**config.mk**
```make
export PLATFORM = sky130hd
export DESIGN_NAME = hcitr_uart
export DESIGN_NICKNAME = d
export VERILOG_FILES = /design/src/rtl/hcitr_pkg.sv /design/src/rtl/hcitr_uart.sv
export SDC_FILE = /design/constraint.sdc
export NUM_CORES = 1
export LEC_CHECK = 0
export ABC_AREA = 1
export BUFFER_PORTS_ARGS = -buffer_cell sky130_fd_sc_hd__buf_2
export CAP_MARGIN = 15
export CELL_PAD_IN_SITES_DETAIL_PLACEMENT = 1
export CELL_PAD_IN_SITES_GLOBAL_PLACEMENT = 2
export CORE_MARGIN = 2
export CORE_UTILIZATION = 37
export CTS_CLUSTER_SIZE = 16
export DETAILED_ROUTE_END_ITERATION = 16
export PLACE_DENSITY_LB_ADDON = 0.1
export RECOVER_POWER = 100
export SLEW_MARGIN = 20
export SYNTH_ARGS = -nofsm -noshare
export SYNTH_HDL_FRONTEND = slang
export SYNTH_SLANG_ARGS = --single-unit
```
**constraint.sdc**
```tcl
create_clock -name SYS_CLK -period 3 [get_ports SYS_CLK]
set_input_delay 0 -clock SYS_CLK [delete_from_list [all_inputs] [get_ports SYS_CLK]]
set_output_delay 0 -clock SYS_CLK [all_outputs]
set_load 0.05 [all_outputs]
```
**src/rtl/hcitr_pkg.sv**
```systemverilog
/*
  Package for the HCI UART flow-controlled transport: timing counts,
  register offsets, status bit positions, the control struct and the state types.
  Assumes a 20 MHz system clock.
*/
package hcitr_pkg;

  // ----------------------------------------------------------------------
  // Timing
  // ----------------------------------------------------------------------
  localparam int unsigned CLK_HZ         = 20000000;
  localparam int unsigned DEFAULT_BAUD   = 115200;
  localparam int unsigned MAX_BAUD       = 4000000;
  localparam logic [15:0] DIV_RESET      =
    16'((CLK_HZ + DEFAULT_BAUD / 2) / DEFAULT_BAUD);
  localparam logic [15:0] DIV_MIN        = 16'(CLK_HZ / MAX_BAUD);
  localparam logic [4:0]  IDLE_BITS      = 5'h0A;

  // ----------------------------------------------------------------------
  // Frame format
  // ----------------------------------------------------------------------
  localparam logic [3:0]  DATA_BITS      = 4'h8;

  // ----------------------------------------------------------------------
  // Receive buffer
  // ----------------------------------------------------------------------
  localparam int unsigned RXF_DEPTH      = 64;
  localparam int unsigned RXF_AW         = 6;
  localparam logic [6:0]  RXF_SLACK      = 7'h10;
  localparam logic [6:0]  RXF_THRESH     = 7'(RXF_DEPTH) - RXF_SLACK - 7'h01;

  // ----------------------------------------------------------------------
  // Register offsets
  // ----------------------------------------------------------------------
  localparam logic [3:0]  A_DATA         = 4'h0;
  localparam logic [3:0]  A_DIV          = 4'h1;
  localparam logic [3:0]  A_CTRL         = 4'h2;
  localparam logic [3:0]  A_STAT         = 4'h3;
  localparam logic [3:0]  A_MASK         = 4'h4;
  localparam logic [3:0]  A_LEVEL        = 4'h5;

  // ----------------------------------------------------------------------
  // Event bit positions
  // ----------------------------------------------------------------------
  localparam int unsigned EV_BREAK       = 0;
  localparam int unsigned EV_IDLE        = 1;
  localparam int unsigned EV_FRAME       = 2;
  localparam int unsigned EV_OVF         = 3;
  localparam int unsigned EV_PAR         = 4;
  localparam int unsigned EV_RXUND       = 5;
  localparam int unsigned EV_TXUND       = 6;
  localparam int unsigned EV_TXDONE      = 7;
  localparam int unsigned NEV            = 8;

  localparam logic [2:0]  CTRL_RESET     = 3'h0;

  typedef struct packed {
    logic       par_en;
    logic       par_odd;
    logic       baud_pend;
  } hcitr_ctrl_s;

  typedef enum logic [1:0] {TX_IDLE, TX_START, TX_DATA, TX_STOP} hcitr_tx_e;
  typedef enum logic [1:0] {RX_IDLE, RX_START, RX_DATA, RX_STOP} hcitr_rx_e;

endpackage

```
**src/rtl/hcitr_uart.sv**
```systemverilog
/*
  HCI four-wire UART transport with byte-wise hardware flow control,
  receive buffer, error detection and a deferred baud switch.
  Assumes a plain register port and asynchronous serial pins.
*/
`timescale 1ns/10ps
`default_nettype none

module hcitr_uart
  import hcitr_pkg::*;
(
  input  wire logic        SYS_CLK,
  input  wire logic        RST,
  input  wire logic [3:0]  ADDR,
  input  wire logic [15:0] WDATA,
  input  wire logic        WR,
  input  wire logic        RD,
  output logic      [15:0] RDATA,
  output logic             IRQ,
  output logic             TXD,
  input  wire logic        RXD,
  input  wire logic        HOST_TRANSMIT_PERMIT_IN,
  output logic             RTS
);

  // ----------------------------------------------------------------------
  // Pin synchronisers
  // ----------------------------------------------------------------------
  logic [1:0] rx_sync_r;
  logic [1:0] cts_sync_r;
  logic       rxd_s;
  logic       cts_s;
  always_ff @(posedge SYS_CLK) begin
    if (RST) begin
      rx_sync_r  <= 2'h3;
      cts_sync_r <= 2'h3;
    end else begin
      rx_sync_r  <= {rx_sync_r[0], RXD};
      cts_sync_r <= {cts_sync_r[0], HOST_TRANSMIT_PERMIT_IN};
    end
  end
  assign rxd_s = rx_sync_r[1];
  assign cts_s = cts_sync_r[1];

  // ----------------------------------------------------------------------
  // Registers
  // ----------------------------------------------------------------------
  logic [15:0]      div_r, div_nxt, div_pend_r, div_pend_nxt;
  hcitr_ctrl_s      ctrl_r, ctrl_nxt;
  logic [NEV-1:0]   stat_r, stat_nxt, mask_r, mask_nxt, ev;
  logic             ev_break, ev_idle, ev_frame, ev_ovf, ev_par;
  logic             ev_rxund, ev_txund, ev_txdone;
  logic [15:0]      rdata_r, rdata_nxt;
  logic [7:0]       txh_r, txh_nxt;
  logic             txh_v_r, txh_v_nxt;
  logic             tx_take, tx_done;
  logic [7:0]       rxf_q;
  logic             rxf_pop;
  logic [6:0]       rxf_cnt_r;

  always_comb begin
    div_nxt      = div_r;
    div_pend_nxt = div_pend_r;
    ctrl_nxt     = ctrl_r;
    mask_nxt     = mask_r;
    txh_nxt      = txh_r;
    txh_v_nxt    = txh_v_r && !tx_take;
    rdata_nxt    = 16'h0000;
    rxf_pop      = 1'b0;
    ev_rxund     = 1'b0;
    if (WR) begin
      unique case (ADDR)
        A_DATA: if (!txh_v_r || tx_take) begin
          txh_nxt   = WDATA[7:0];
          txh_v_nxt = 1'b1;
        end
        A_DIV: begin
          // Switch deferred until the current event bytes drain
          div_pend_nxt = (WDATA < DIV_MIN) ? DIV_MIN : WDATA;
          ctrl_nxt.baud_pend = 1'b1;
        end
        A_CTRL: begin
          ctrl_nxt.par_en  = WDATA[0];
          ctrl_nxt.par_odd = WDATA[1];
        end
        A_MASK: mask_nxt = WDATA[NEV-1:0];
        default: ;
      endcase
    end
    if (RD) begin
      unique case (ADDR)
        A_DATA: begin
          rdata_nxt = {8'h00, rxf_q};
          rxf_pop   = rxf_cnt_r != 7'h00;
          ev_rxund  = rxf_cnt_r == 7'h00;
        end
        A_DIV:   rdata_nxt = div_r;
        A_CTRL:  rdata_nxt = {13'h0000, ctrl_r.baud_pend, ctrl_r.par_odd,
                              ctrl_r.par_en};
        A_STAT:  rdata_nxt = {8'h00, stat_r};
        A_MASK:  rdata_nxt = {8'h00, mask_r};
        A_LEVEL: rdata_nxt = {txh_v_r, 8'h00, rxf_cnt_r};
        default: rdata_nxt = 16'h0000;
      endcase
    end
    // Write into a full holding register drops the byte
    ev_txund     = WR && ADDR == A_DATA && txh_v_r && !tx_take;
    // Rate moves only once the transmitter is idle and empty: event sent at old rate
    if (ctrl_r.baud_pend && tx_done && !txh_v_r) begin
      div_nxt = div_pend_r;
      ctrl_nxt.baud_pend = 1'b0;
    end
  end

  // ----------------------------------------------------------------------
  // Transmitter
  // ----------------------------------------------------------------------
  hcitr_tx_e  tx_st_r, tx_st_nxt;
  logic [15:0] tx_cnt_r, tx_cnt_nxt;
  logic [3:0]  tx_bit_r, tx_bit_nxt;
  logic [8:0]  tx_sh_r, tx_sh_nxt;
  logic        txd_r, txd_nxt;
  always_comb begin
    tx_st_nxt  = tx_st_r;
    tx_cnt_nxt = tx_cnt_r - 16'h0001;
    tx_bit_nxt = tx_bit_r;
    tx_sh_nxt  = tx_sh_r;
    txd_nxt    = txd_r;
    tx_take    = 1'b0;
    tx_done    = 1'b0;
    unique case (tx_st_r)
      TX_IDLE: begin
        txd_nxt    = 1'b1;
        tx_cnt_nxt = 16'h0000;
        tx_done    = 1'b1;
        // Permit high blocks only new bytes
        if (txh_v_r && !cts_s) begin
          tx_take    = 1'b1;
          tx_sh_nxt  = {^txh_r ^ ctrl_r.par_odd, txh_r};
          tx_st_nxt  = TX_START;
          txd_nxt    = 1'b0;
          tx_cnt_nxt = div_r - 16'h0001;
          tx_done    = 1'b0;
        end
      end
      TX_START, TX_DATA: if (tx_cnt_r == 16'h0000) begin
        tx_cnt_nxt = div_r - 16'h0001;
        if (tx_st_r == TX_START) begin
          tx_bit_nxt = 4'h0;
          txd_nxt    = tx_sh_r[0];
          tx_st_nxt  = TX_DATA;
        end else if (tx_bit_r == DATA_BITS - 4'h1
                     + {3'h0, ctrl_r.par_en}) begin
          txd_nxt   = 1'b1; // Stop bit always completes
          tx_st_nxt = TX_STOP;
        end else begin
          tx_bit_nxt = tx_bit_r + 4'h1;
          txd_nxt    = tx_sh_r[tx_bit_r + 4'h1];
        end
      end
      TX_STOP: if (tx_cnt_r == 16'h0000) tx_st_nxt = TX_IDLE;
      default: ;
    endcase
  end
  always_ff @(posedge SYS_CLK) begin
    if (RST) begin
      tx_st_r  <= TX_IDLE;
      tx_cnt_r <= 16'h0000;
      tx_bit_r <= 4'h0;
      tx_sh_r  <= 9'h000;
      txd_r    <= 1'b1;
    end else begin
      tx_st_r  <= tx_st_nxt;
      tx_cnt_r <= tx_cnt_nxt;
      tx_bit_r <= tx_bit_nxt;
      tx_sh_r  <= tx_sh_nxt;
      txd_r    <= txd_nxt;
    end
  end

  // ----------------------------------------------------------------------
  // Receiver, sampling mid-bit
  // ----------------------------------------------------------------------
  hcitr_rx_e   rx_st_r, rx_st_nxt;
  logic [15:0] rx_cnt_r, rx_cnt_nxt;
  logic [3:0]  rx_bit_r, rx_bit_nxt;
  logic [8:0]  rx_sh_r, rx_sh_nxt;
  logic [15:0] idle_cnt_r, idle_cnt_nxt;
  logic [4:0]  idle_bits_r, idle_bits_nxt;
  logic        idle_arm_r, idle_arm_nxt;
  logic        rx_push;
  always_comb begin
    rx_st_nxt     = rx_st_r;
    rx_cnt_nxt    = rx_cnt_r - 16'h0001;
    rx_bit_nxt    = rx_bit_r;
    rx_sh_nxt     = rx_sh_r;
    idle_cnt_nxt  = idle_cnt_r;
    idle_bits_nxt = idle_bits_r;
    idle_arm_nxt  = idle_arm_r;
    rx_push       = 1'b0;
    ev_break      = 1'b0;
    ev_frame      = 1'b0;
    ev_par        = 1'b0;
    ev_idle       = 1'b0;
    unique case (rx_st_r)
      RX_IDLE: begin
        rx_cnt_nxt = {1'b0, div_r[15:1]};
        if (!rxd_s) rx_st_nxt = RX_START;
      end
      RX_START: if (rx_cnt_r == 16'h0000) begin
        rx_cnt_nxt = div_r - 16'h0001;
        rx_bit_nxt = 4'h0;
        // Stale parity bit would hide a break in no-parity mode
        rx_sh_nxt  = 9'h000;
        rx_st_nxt  = rxd_s ? RX_IDLE : RX_DATA;
      end
      RX_DATA: if (rx_cnt_r == 16'h0000) begin
        rx_cnt_nxt = div_r - 16'h0001;
        rx_sh_nxt[rx_bit_r] = rxd_s;
        rx_bit_nxt = rx_bit_r + 4'h1;
        if (rx_bit_r == DATA_BITS - 4'h1 + {3'h0, ctrl_r.par_en})
          rx_st_nxt = RX_STOP;
      end
      RX_STOP: if (rx_cnt_r == 16'h0000) begin
        rx_st_nxt    = RX_IDLE;
        idle_arm_nxt = 1'b1;
        if (!rxd_s && rx_sh_r == 9'h000)
          ev_break = 1'b1;
        else if (!rxd_s)
          ev_frame = 1'b1;
        else begin
          rx_push = 1'b1;
          ev_par  = ctrl_r.par_en
            && (^rx_sh_r[7:0] ^ ctrl_r.par_odd) != rx_sh_r[8];
        end
      end
      default: ;
    endcase
    // Idle after a frame: line high for a fixed number of bits
    if (rx_st_r != RX_IDLE || !rxd_s) begin
      idle_cnt_nxt  = div_r - 16'h0001;
      idle_bits_nxt = 5'h00;
    end else if (idle_arm_r) begin
      idle_cnt_nxt = idle_cnt_r - 16'h0001;
      if (idle_cnt_r == 16'h0000) begin
        idle_cnt_nxt  = div_r - 16'h0001;
        idle_bits_nxt = idle_bits_r + 5'h01;
        if (idle_bits_r == IDLE_BITS - 5'h01) begin
          ev_idle      = 1'b1;
          idle_arm_nxt = 1'b0;
        end
      end
    end
  end
  always_ff @(posedge SYS_CLK) begin
    if (RST) begin
      rx_st_r     <= RX_IDLE;
      rx_cnt_r    <= 16'h0000;
      rx_bit_r    <= 4'h0;
      rx_sh_r     <= 9'h000;
      idle_cnt_r  <= 16'h0000;
      idle_bits_r <= 5'h00;
      idle_arm_r  <= 1'b0;
    end else begin
      rx_st_r     <= rx_st_nxt;
      rx_cnt_r    <= rx_cnt_nxt;
      rx_bit_r    <= rx_bit_nxt;
      rx_sh_r     <= rx_sh_nxt;
      idle_cnt_r  <= idle_cnt_nxt;
      idle_bits_r <= idle_bits_nxt;
      idle_arm_r  <= idle_arm_nxt;
    end
  end

  // ----------------------------------------------------------------------
  // Receive buffer and request-to-send
  // ----------------------------------------------------------------------
  // Threshold leaves sixteen bytes of slack for host latency
  logic [7:0]        rxf_mem [RXF_DEPTH];
  logic [RXF_AW-1:0] rxf_wp_r, rxf_rp_r;
  logic              rxf_wr;
  assign rxf_wr       = rx_push && rxf_cnt_r != 7'(RXF_DEPTH);
  assign ev_ovf       = rx_push && !rxf_wr;
  assign ev_txdone    = tx_st_r == TX_STOP && tx_cnt_r == 16'h0000;
  assign ev           = {ev_txdone, ev_txund, ev_rxund, ev_par, ev_ovf,
                         ev_frame, ev_idle, ev_break};
  assign rxf_q        = rxf_mem[rxf_rp_r];
  always_ff @(posedge SYS_CLK) begin
    if (rxf_wr) rxf_mem[rxf_wp_r] <= rx_sh_r[7:0];
    if (RST) begin
      rxf_wp_r  <= '0;
      rxf_rp_r  <= '0;
      rxf_cnt_r <= 7'h00;
    end else begin
      rxf_wp_r  <= rxf_wp_r + RXF_AW'(rxf_wr);
      rxf_rp_r  <= rxf_rp_r + RXF_AW'(rxf_pop);
      rxf_cnt_r <= rxf_cnt_r + 7'(rxf_wr) - 7'(rxf_pop);
    end
  end
  assign RTS = rxf_cnt_r > RXF_THRESH;

  // ----------------------------------------------------------------------
  // Status, interrupt and register state
  // ----------------------------------------------------------------------
  // Set wins over the clear-on-read
  assign stat_nxt = ((RD && ADDR == A_STAT) ? '0 : stat_r) | ev;
  always_ff @(posedge SYS_CLK) begin
    if (RST) begin
      div_r      <= DIV_RESET;
      div_pend_r <= DIV_RESET;
      ctrl_r     <= CTRL_RESET;
      stat_r     <= '0;
      mask_r     <= '0;
      rdata_r    <= 16'h0000;
      txh_r      <= 8'h00;
      txh_v_r    <= 1'b0;
    end else begin
      div_r      <= div_nxt;
      div_pend_r <= div_pend_nxt;
      ctrl_r     <= ctrl_nxt;
      stat_r     <= stat_nxt;
      mask_r     <= mask_nxt;
      rdata_r    <= rdata_nxt;
      txh_r      <= txh_nxt;
      txh_v_r    <= txh_v_nxt;
    end
  end
  assign RDATA = rdata_r;
  assign IRQ   = |(stat_r & mask_r);
  assign TXD   = txd_r;
endmodule

`default_nettype wire

```
# Word-level counts from Yosys, hierarchy flattened
# Memory sizes are Yosys's and may differ from the RTL's. A register that Yosys moved wholly into a read port is not among the register bits.
# Index checks and enable logic that the tools add are counted.
dict set report word_totals {
  register_bits 184
  latchBits 0
  ramBits 512
  rom_bits 0
  inputBits 26
  wordCells 209
  n_memories 1
}
dict set report classes {
  addsub 12
  multipliers 0
  n_div 0
  n_lt_le_gt_ge 5
  n_eq_ne 26
  shift 0
  muxes 80
  bitwise 5
  reduce_logical 53
}
# memory depth width rd rd_ports_with_merged_regs wr line_no
set mem_list {}
lappend mem_list {rxf_mem 64 8 1 1 1 hcitr_uart.sv:279} ;# logic [7:0] rxf_mem [RXF_DEPTH];
# cell count
set ops {}
lappend ops {{$mux 16} 7}
lappend ops {{$pmux 16 s6} 1}
lappend ops {{$pmux 16 s2} 2}
lappend ops {{$sub 16x1->16 const B} 4}
lappend ops {{$logic_not 16->1} 3}
lappend ops {{$mux 1} 43}
lappend ops {{$mux 2} 11}
lappend ops {{$mux 9} 2}
lappend ops {{$pmux 9 s2} 1}
lappend ops {{$lt 16x3->1 const B} 1}
lappend ops {{$mux 4} 4}
lappend ops {{$ne 2x2->1 const B} 8}
lappend ops {{$reduce_xor 8->1} 2}
lappend ops {{$logic_and 1x1->1} 14}
lappend ops {{$add 6x1->6} 2}
lappend ops {{$reduce_and 2->1} 6}
lappend ops {{$lt 4x5->1 const B} 2}
lappend ops {{$reduce_or 2->1} 5}
lappend ops {{$bwmux 9} 1}
lappend ops {{$logic_not 9->1} 1}
lappend ops {{$reduce_and 3->1} 3}
lappend ops {{$add 4x1->4 const B} 2}
lappend ops {{$and 8x8->8} 1}
lappend ops {{$eq 2x2->1 const B} 4}
lappend ops {{37 further kinds} 51}

# Logic depth before layout (Yosys ltp)
dict set report logic_depth {
  ltp_word 9
  depth_mapped 20
  mapped_depth_nobuf 20
}

# Worst setup path before layout
# Ideal clock, no wire load.
dict set report synth_path {
  path_kind {reg2reg}
  start {reg rx_cnt_r[0]}
  end {reg rxf_cnt_r[6]}
  arrival_ps 2958
  required_ps 2882
  slack_ps -76
  stages_incl_launch_ff 21
  path_buffers 0
  period_less_slack_ps 3076
  path_cell_list {dfxtp_1 > inv_1 > ha_1 > nand3_1 > nor3_4 > nand3_4 > nor3_4 > nand2_4 > ha_1 > inv_1 > ha_1 > inv_1 > fa_1 > nor2_1 > o21bai_1 > a21boi_0 > nor2_1 > nor2_1 > o21ai_0 > nand2_1 > nor2_1}
}
dict set report synth_between {
  elab_chain_len 6
}
# element line_no
set synth_rtl {}
lappend synth_rtl {{start, declared} hcitr_uart.sv:185} ;# logic [15:0] rx_cnt_r, rx_cnt_nxt;
lappend synth_rtl {{start signal, assigned} hcitr_uart.sv:266} ;# rx_cnt_r <= rx_cnt_nxt;
lappend synth_rtl {{$logic_not 16->1} hcitr_uart.sv:224} ;# RX_STOP: if (rx_cnt_r == 16'h0000) begin
lappend synth_rtl {{$mux 1} hcitr_uart.sv:224}
lappend synth_rtl {{$mux 1} hcitr_uart.sv:205} ;# unique case (rx_st_r)
lappend synth_rtl {{$logic_and 1x1->1} hcitr_uart.sv:282} ;# assign rxf_wr = rx_push && rxf_cnt_r != 7'(RXF_DEPTH);
lappend synth_rtl {{$add 7x1->7} hcitr_uart.sv:297} ;# rxf_cnt_r <= rxf_cnt_r + 7'(rxf_wr) - 7'(rxf_pop);
lappend synth_rtl {{$sub 7x1->7} hcitr_uart.sv:297}
lappend synth_rtl {{end signal, assigned} hcitr_uart.sv:297}
lappend synth_rtl {{end, declared} hcitr_uart.sv:59} ;# logic [6:0] rxf_cnt_r;
# No other way between the ends.
# A chain may end at the register's enable or synchronous reset.

# Final worst setup path
dict set report layout_path {
  start {reg rx_cnt_r[1]}
  end {reg rxf_cnt_r[6]}
}
# Same word-level chain as after synthesis.

==> metrics.txt <==
status complete, but fails checks; failing checks capacitance limit, slew limit, setup timing; Mapped Area 0.0315 sq mm; Post-Syn Nets 3469; most frequent cells in the layout 902 x nand2_1, 512 x edfxtp_1, 384 x inv_1; Rows 106; Vias 23725; endpoint class of the critical path register; syn_area_per_cell 9.25 sq um; Syn. warnings 0; worst-path cell chain inv_2 -> ha_4 -> nand3_4 -> nor3_4 -> nand3_4 -> nor3_4 -> nand2_4 -> ha_4 -> inv_4 -> ha_4 -> inv_2 -> fa_2 -> nor2_2 -> o21bai_1 -> a21boi_1 -> nor2_1 -> nor2_1 -> o21ai_1 -> nand2_1 -> nor2_1; Pwr Total 25.2 mW; final setup fails 1; Die X 296 um; required time of the critical path 3530 ps; sequential share of power 0.429; Worst Skew 23.1 ps; core box area 0.0840 sq mm; period utilisation layout 1.02; CP Max Fanout 2; Initial Util 0.375; first-pass GRT wire length 149000 um; Root Buffer clkbuf_16; synthesized instance count 3400; antenna violations before repair 2; Area Growth Syn to Fin 16.2%; Netlist cell types 49; Post-synth ARST share 0; peak supply drop 438 uV; # fillers 9573; Detail Route Antenna Nets 0; Critical Path Slowest Stage Cell fa_2; setup ws final -56.0 ps; reg-to-reg endpoint rxf_cnt_r[6]; Fin. Hold Viols 0; H-tree depth 3; height of the die 296 um; layout cell share with drive strength beyond 1 0.0939; Final Max Slew Viols 429; final setup TNS -56.0 ps; post-synthesis mux area share 0; Switching Power 7.32 mW; area of the multi-input gates 0.0102 sq mm; Port Buffers 44; Ant. Diodes 0; Internal 17.9 mW; Seq cells post-synth 696; routed len/inst 20.6 um; # DRC 0; worst skew pair latency 640 ps; half-perimeter wire length after placement 64700 um; GR Util All Layers 0.226; xor and xnor area share after synthesis 0.0167; Min-Delay Endpoint cts_sync_r[0]; Synth Area in Simple Gates 0.221; post-synth top area share 0.489; clk sink count 696; max incr delay on CP 350 ps; HP Class in -> reg; post-synthesis sequential area ratio 0.606; WHS Path Cells 3; sequential cell area 0.0191 sq mm; die area 0.0874 sq mm; CTS tree yes; combinational power share 0.179; global route overflow 0; Vias/cell 4.99; total wire length 97800 um; Compound-Gate Fraction of Synth Area 0.0691; Final Wtd Congestion 0.854; critical path startpoint category register; initial DRC count 1274; largest cells by area after synthesis edfxtp_1 49%, dfxtp_1 12%, nand2_1 11%; TritonCTS Buffers 79; area leader, netlist edfxtp_1; pin count of the biggest net entering global routing 107; Area after DPL 0.0337 sq mm; RSZ-0062 raised after global routing true; flop2flop setup slack -60 ps; Max Cap Viol 7; Static Leak 14.8 nW; most common flop cell mapped by yosys edfxtp_1; adder-cell area share of the yosys netlist 0.0173; HP Start HOST_TRANSMIT_PERMIT_IN; clk buf depth 3; worst-case reg-to-reg path depth 20; finished layout cell area 0.0366 sq mm; switching fraction of total power 0.290; I/O pins 45; FMAX 0.327 GHz; minimum clock period 3060 ps; first drt pass iteration count 5; vias in the first global route 25321; combinational family with the most area after synthesis simple AND/OR/NAND/NOR gates; kind of critical path reg -> reg; r2r startpoint rx_cnt_r[1]; relative slew slack -0.443; number of synthesized flops with an enable pin 512; power density over cell area 690 mW/mm^2; commonest non-fill, non-tap cell in the layout nand2_1; register clock-pin slew on the reported worst setup and hold paths 60 ps; Clk pwr share 0.392; Worst Max-Slew Pin Slew 2160 ps; CP arrival 3590 ps; # nets final 3625
[metal layers]
| metal | up-vias | routed length, um | share of wire | GRT usage |
|---|---|---|---|---|
| li1 | 11549 | - | - | - |
| met1 | 11653 | 41400 | 0.42 | 0.277 |
| met2 | 372 | 50100 | 0.51 | 0.412 |
| met3 | 149 | 3410 | 0.035 | 0.0261 |
| met4 | 2 | 2980 | 0.030 | 0.0781 |
| met5 | - | 10 | 0.00010 | 0 |
[power groups by stage]
| stage | combinational [mW] | clock (mW) | sequential [mW] |
|---|---|---|---|
| finish | 4.52 | 9.87 | 10.8 |
| global route | 5.13 | 10.5 | 10.9 |
| CTS | 4.60 | 10.1 | 10.8 |
| detailed placement | 4.53 | 0 | 11.0 |
| global placement | 4.44 | 0 | 11.0 |
| floorplan | 3.14 | 0 | 11.0 |
[worst max path at each step]
stage           startpoint      endpoint  slack (ps)  cells after the start
2_1_floorplan  rx_cnt_r[0]  rxf_cnt_r[6]          20                     20
3_3_place_gp   rx_cnt_r[1]  rxf_cnt_r[6]        -170                     20
3_5_place_dp   rx_cnt_r[1]  rxf_cnt_r[6]        -190                     20
4_1_cts        rx_cnt_r[1]  rxf_cnt_r[6]           9                     20
5_1_grt        rx_cnt_r[1]  rxf_cnt_r[6]        -220                     20
6_report       rx_cnt_r[1]  rxf_cnt_r[6]         -60                     20
[flip-flops by register name (all words and copies together), names as in the netlist, 16 cells and up, named ones only]
register,flops
rx_cnt_r,16
div_pend_r,16
RDATA,16
idle_cnt_r,16
tx_cnt_r,16
rxf_mem,512
div_r,16
[cell families after synthesis]
logic type / Yosys count
AND/OR/NAND/NOR: 1646
flip-flops: 696
buffers and inverters: 557
AO/OA/AOI/OAI: 398
XOR/XNOR: 60
adder cells (fa/ha/maj): 43
[through the flow]
step,utilization,cells,worst slack (ps),hold WS (ps)
final,0.435,4754,-56.0,96.2
after global routing,0.435,4754,-220,107
after CTS,0.436,4751,9.47,64.0
after detailed placement,0.402,4576,-191,215
after global placement,0.402,4576,-168,212
after floorplan,-,3400,24.7,104
[cell type report]
cell class,instances,area share
clock buffers,100,0.0577
clock inverters,45,0.0140
inverters,410,0.0424
multi-input cells,2147,0.280
flip-flops and latches,696,0.522
well taps,1134,0.0388
repair buffers,222,0.0454
[Yosys cell counts (2+ instances only)]
cell type	count
nor4_1	2
nor2_2	7
inv_2	16
a31oi_1	3
dfxtp_1	184
clkinv_1	6
o22ai_1	11
a221oi_1	4
nor2_8	2
nand4_1	12
or2_2	10
o21ai_1	15
o211ai_1	39
nand2_4	9
buf_1	16
and3_1	8
edfxtp_1	512
nor2_1	291
o21ai_0	122
a211oi_1	5
ha_1	42
nor3_1	37
a21oi_1	188
nand3b_1	4
xnor2_1	22
o21ai_2	2
nand2_1	902
inv_1	387
nor2_4	2
o21a_1	2
buf_2	66
buf_4	4
nor3_4	3
nand3_1	353
clkbuf_1	61
xor2_1	38
[what timing repair did]
item,4_1_cts,5_1_grt
gates resized for setup,1,12
pin swaps,4,14
setup endpoints to repair,1,2
buffers inserted,0,3
hold buffers,30,0
endpoints found under the hold margin,53,0
[critical path, delay by kind of cell (launching register included)]
kind / cells / cell delay [ps]
and+or+nand+nor: 10 / 1240
buffers and inverters: 3 / 150
DFF: 1 / 320
AOI/OAI and AO/OA: 3 / 400
adders and majority gates: 4 / 850
(Power assumes the default switching activity.)
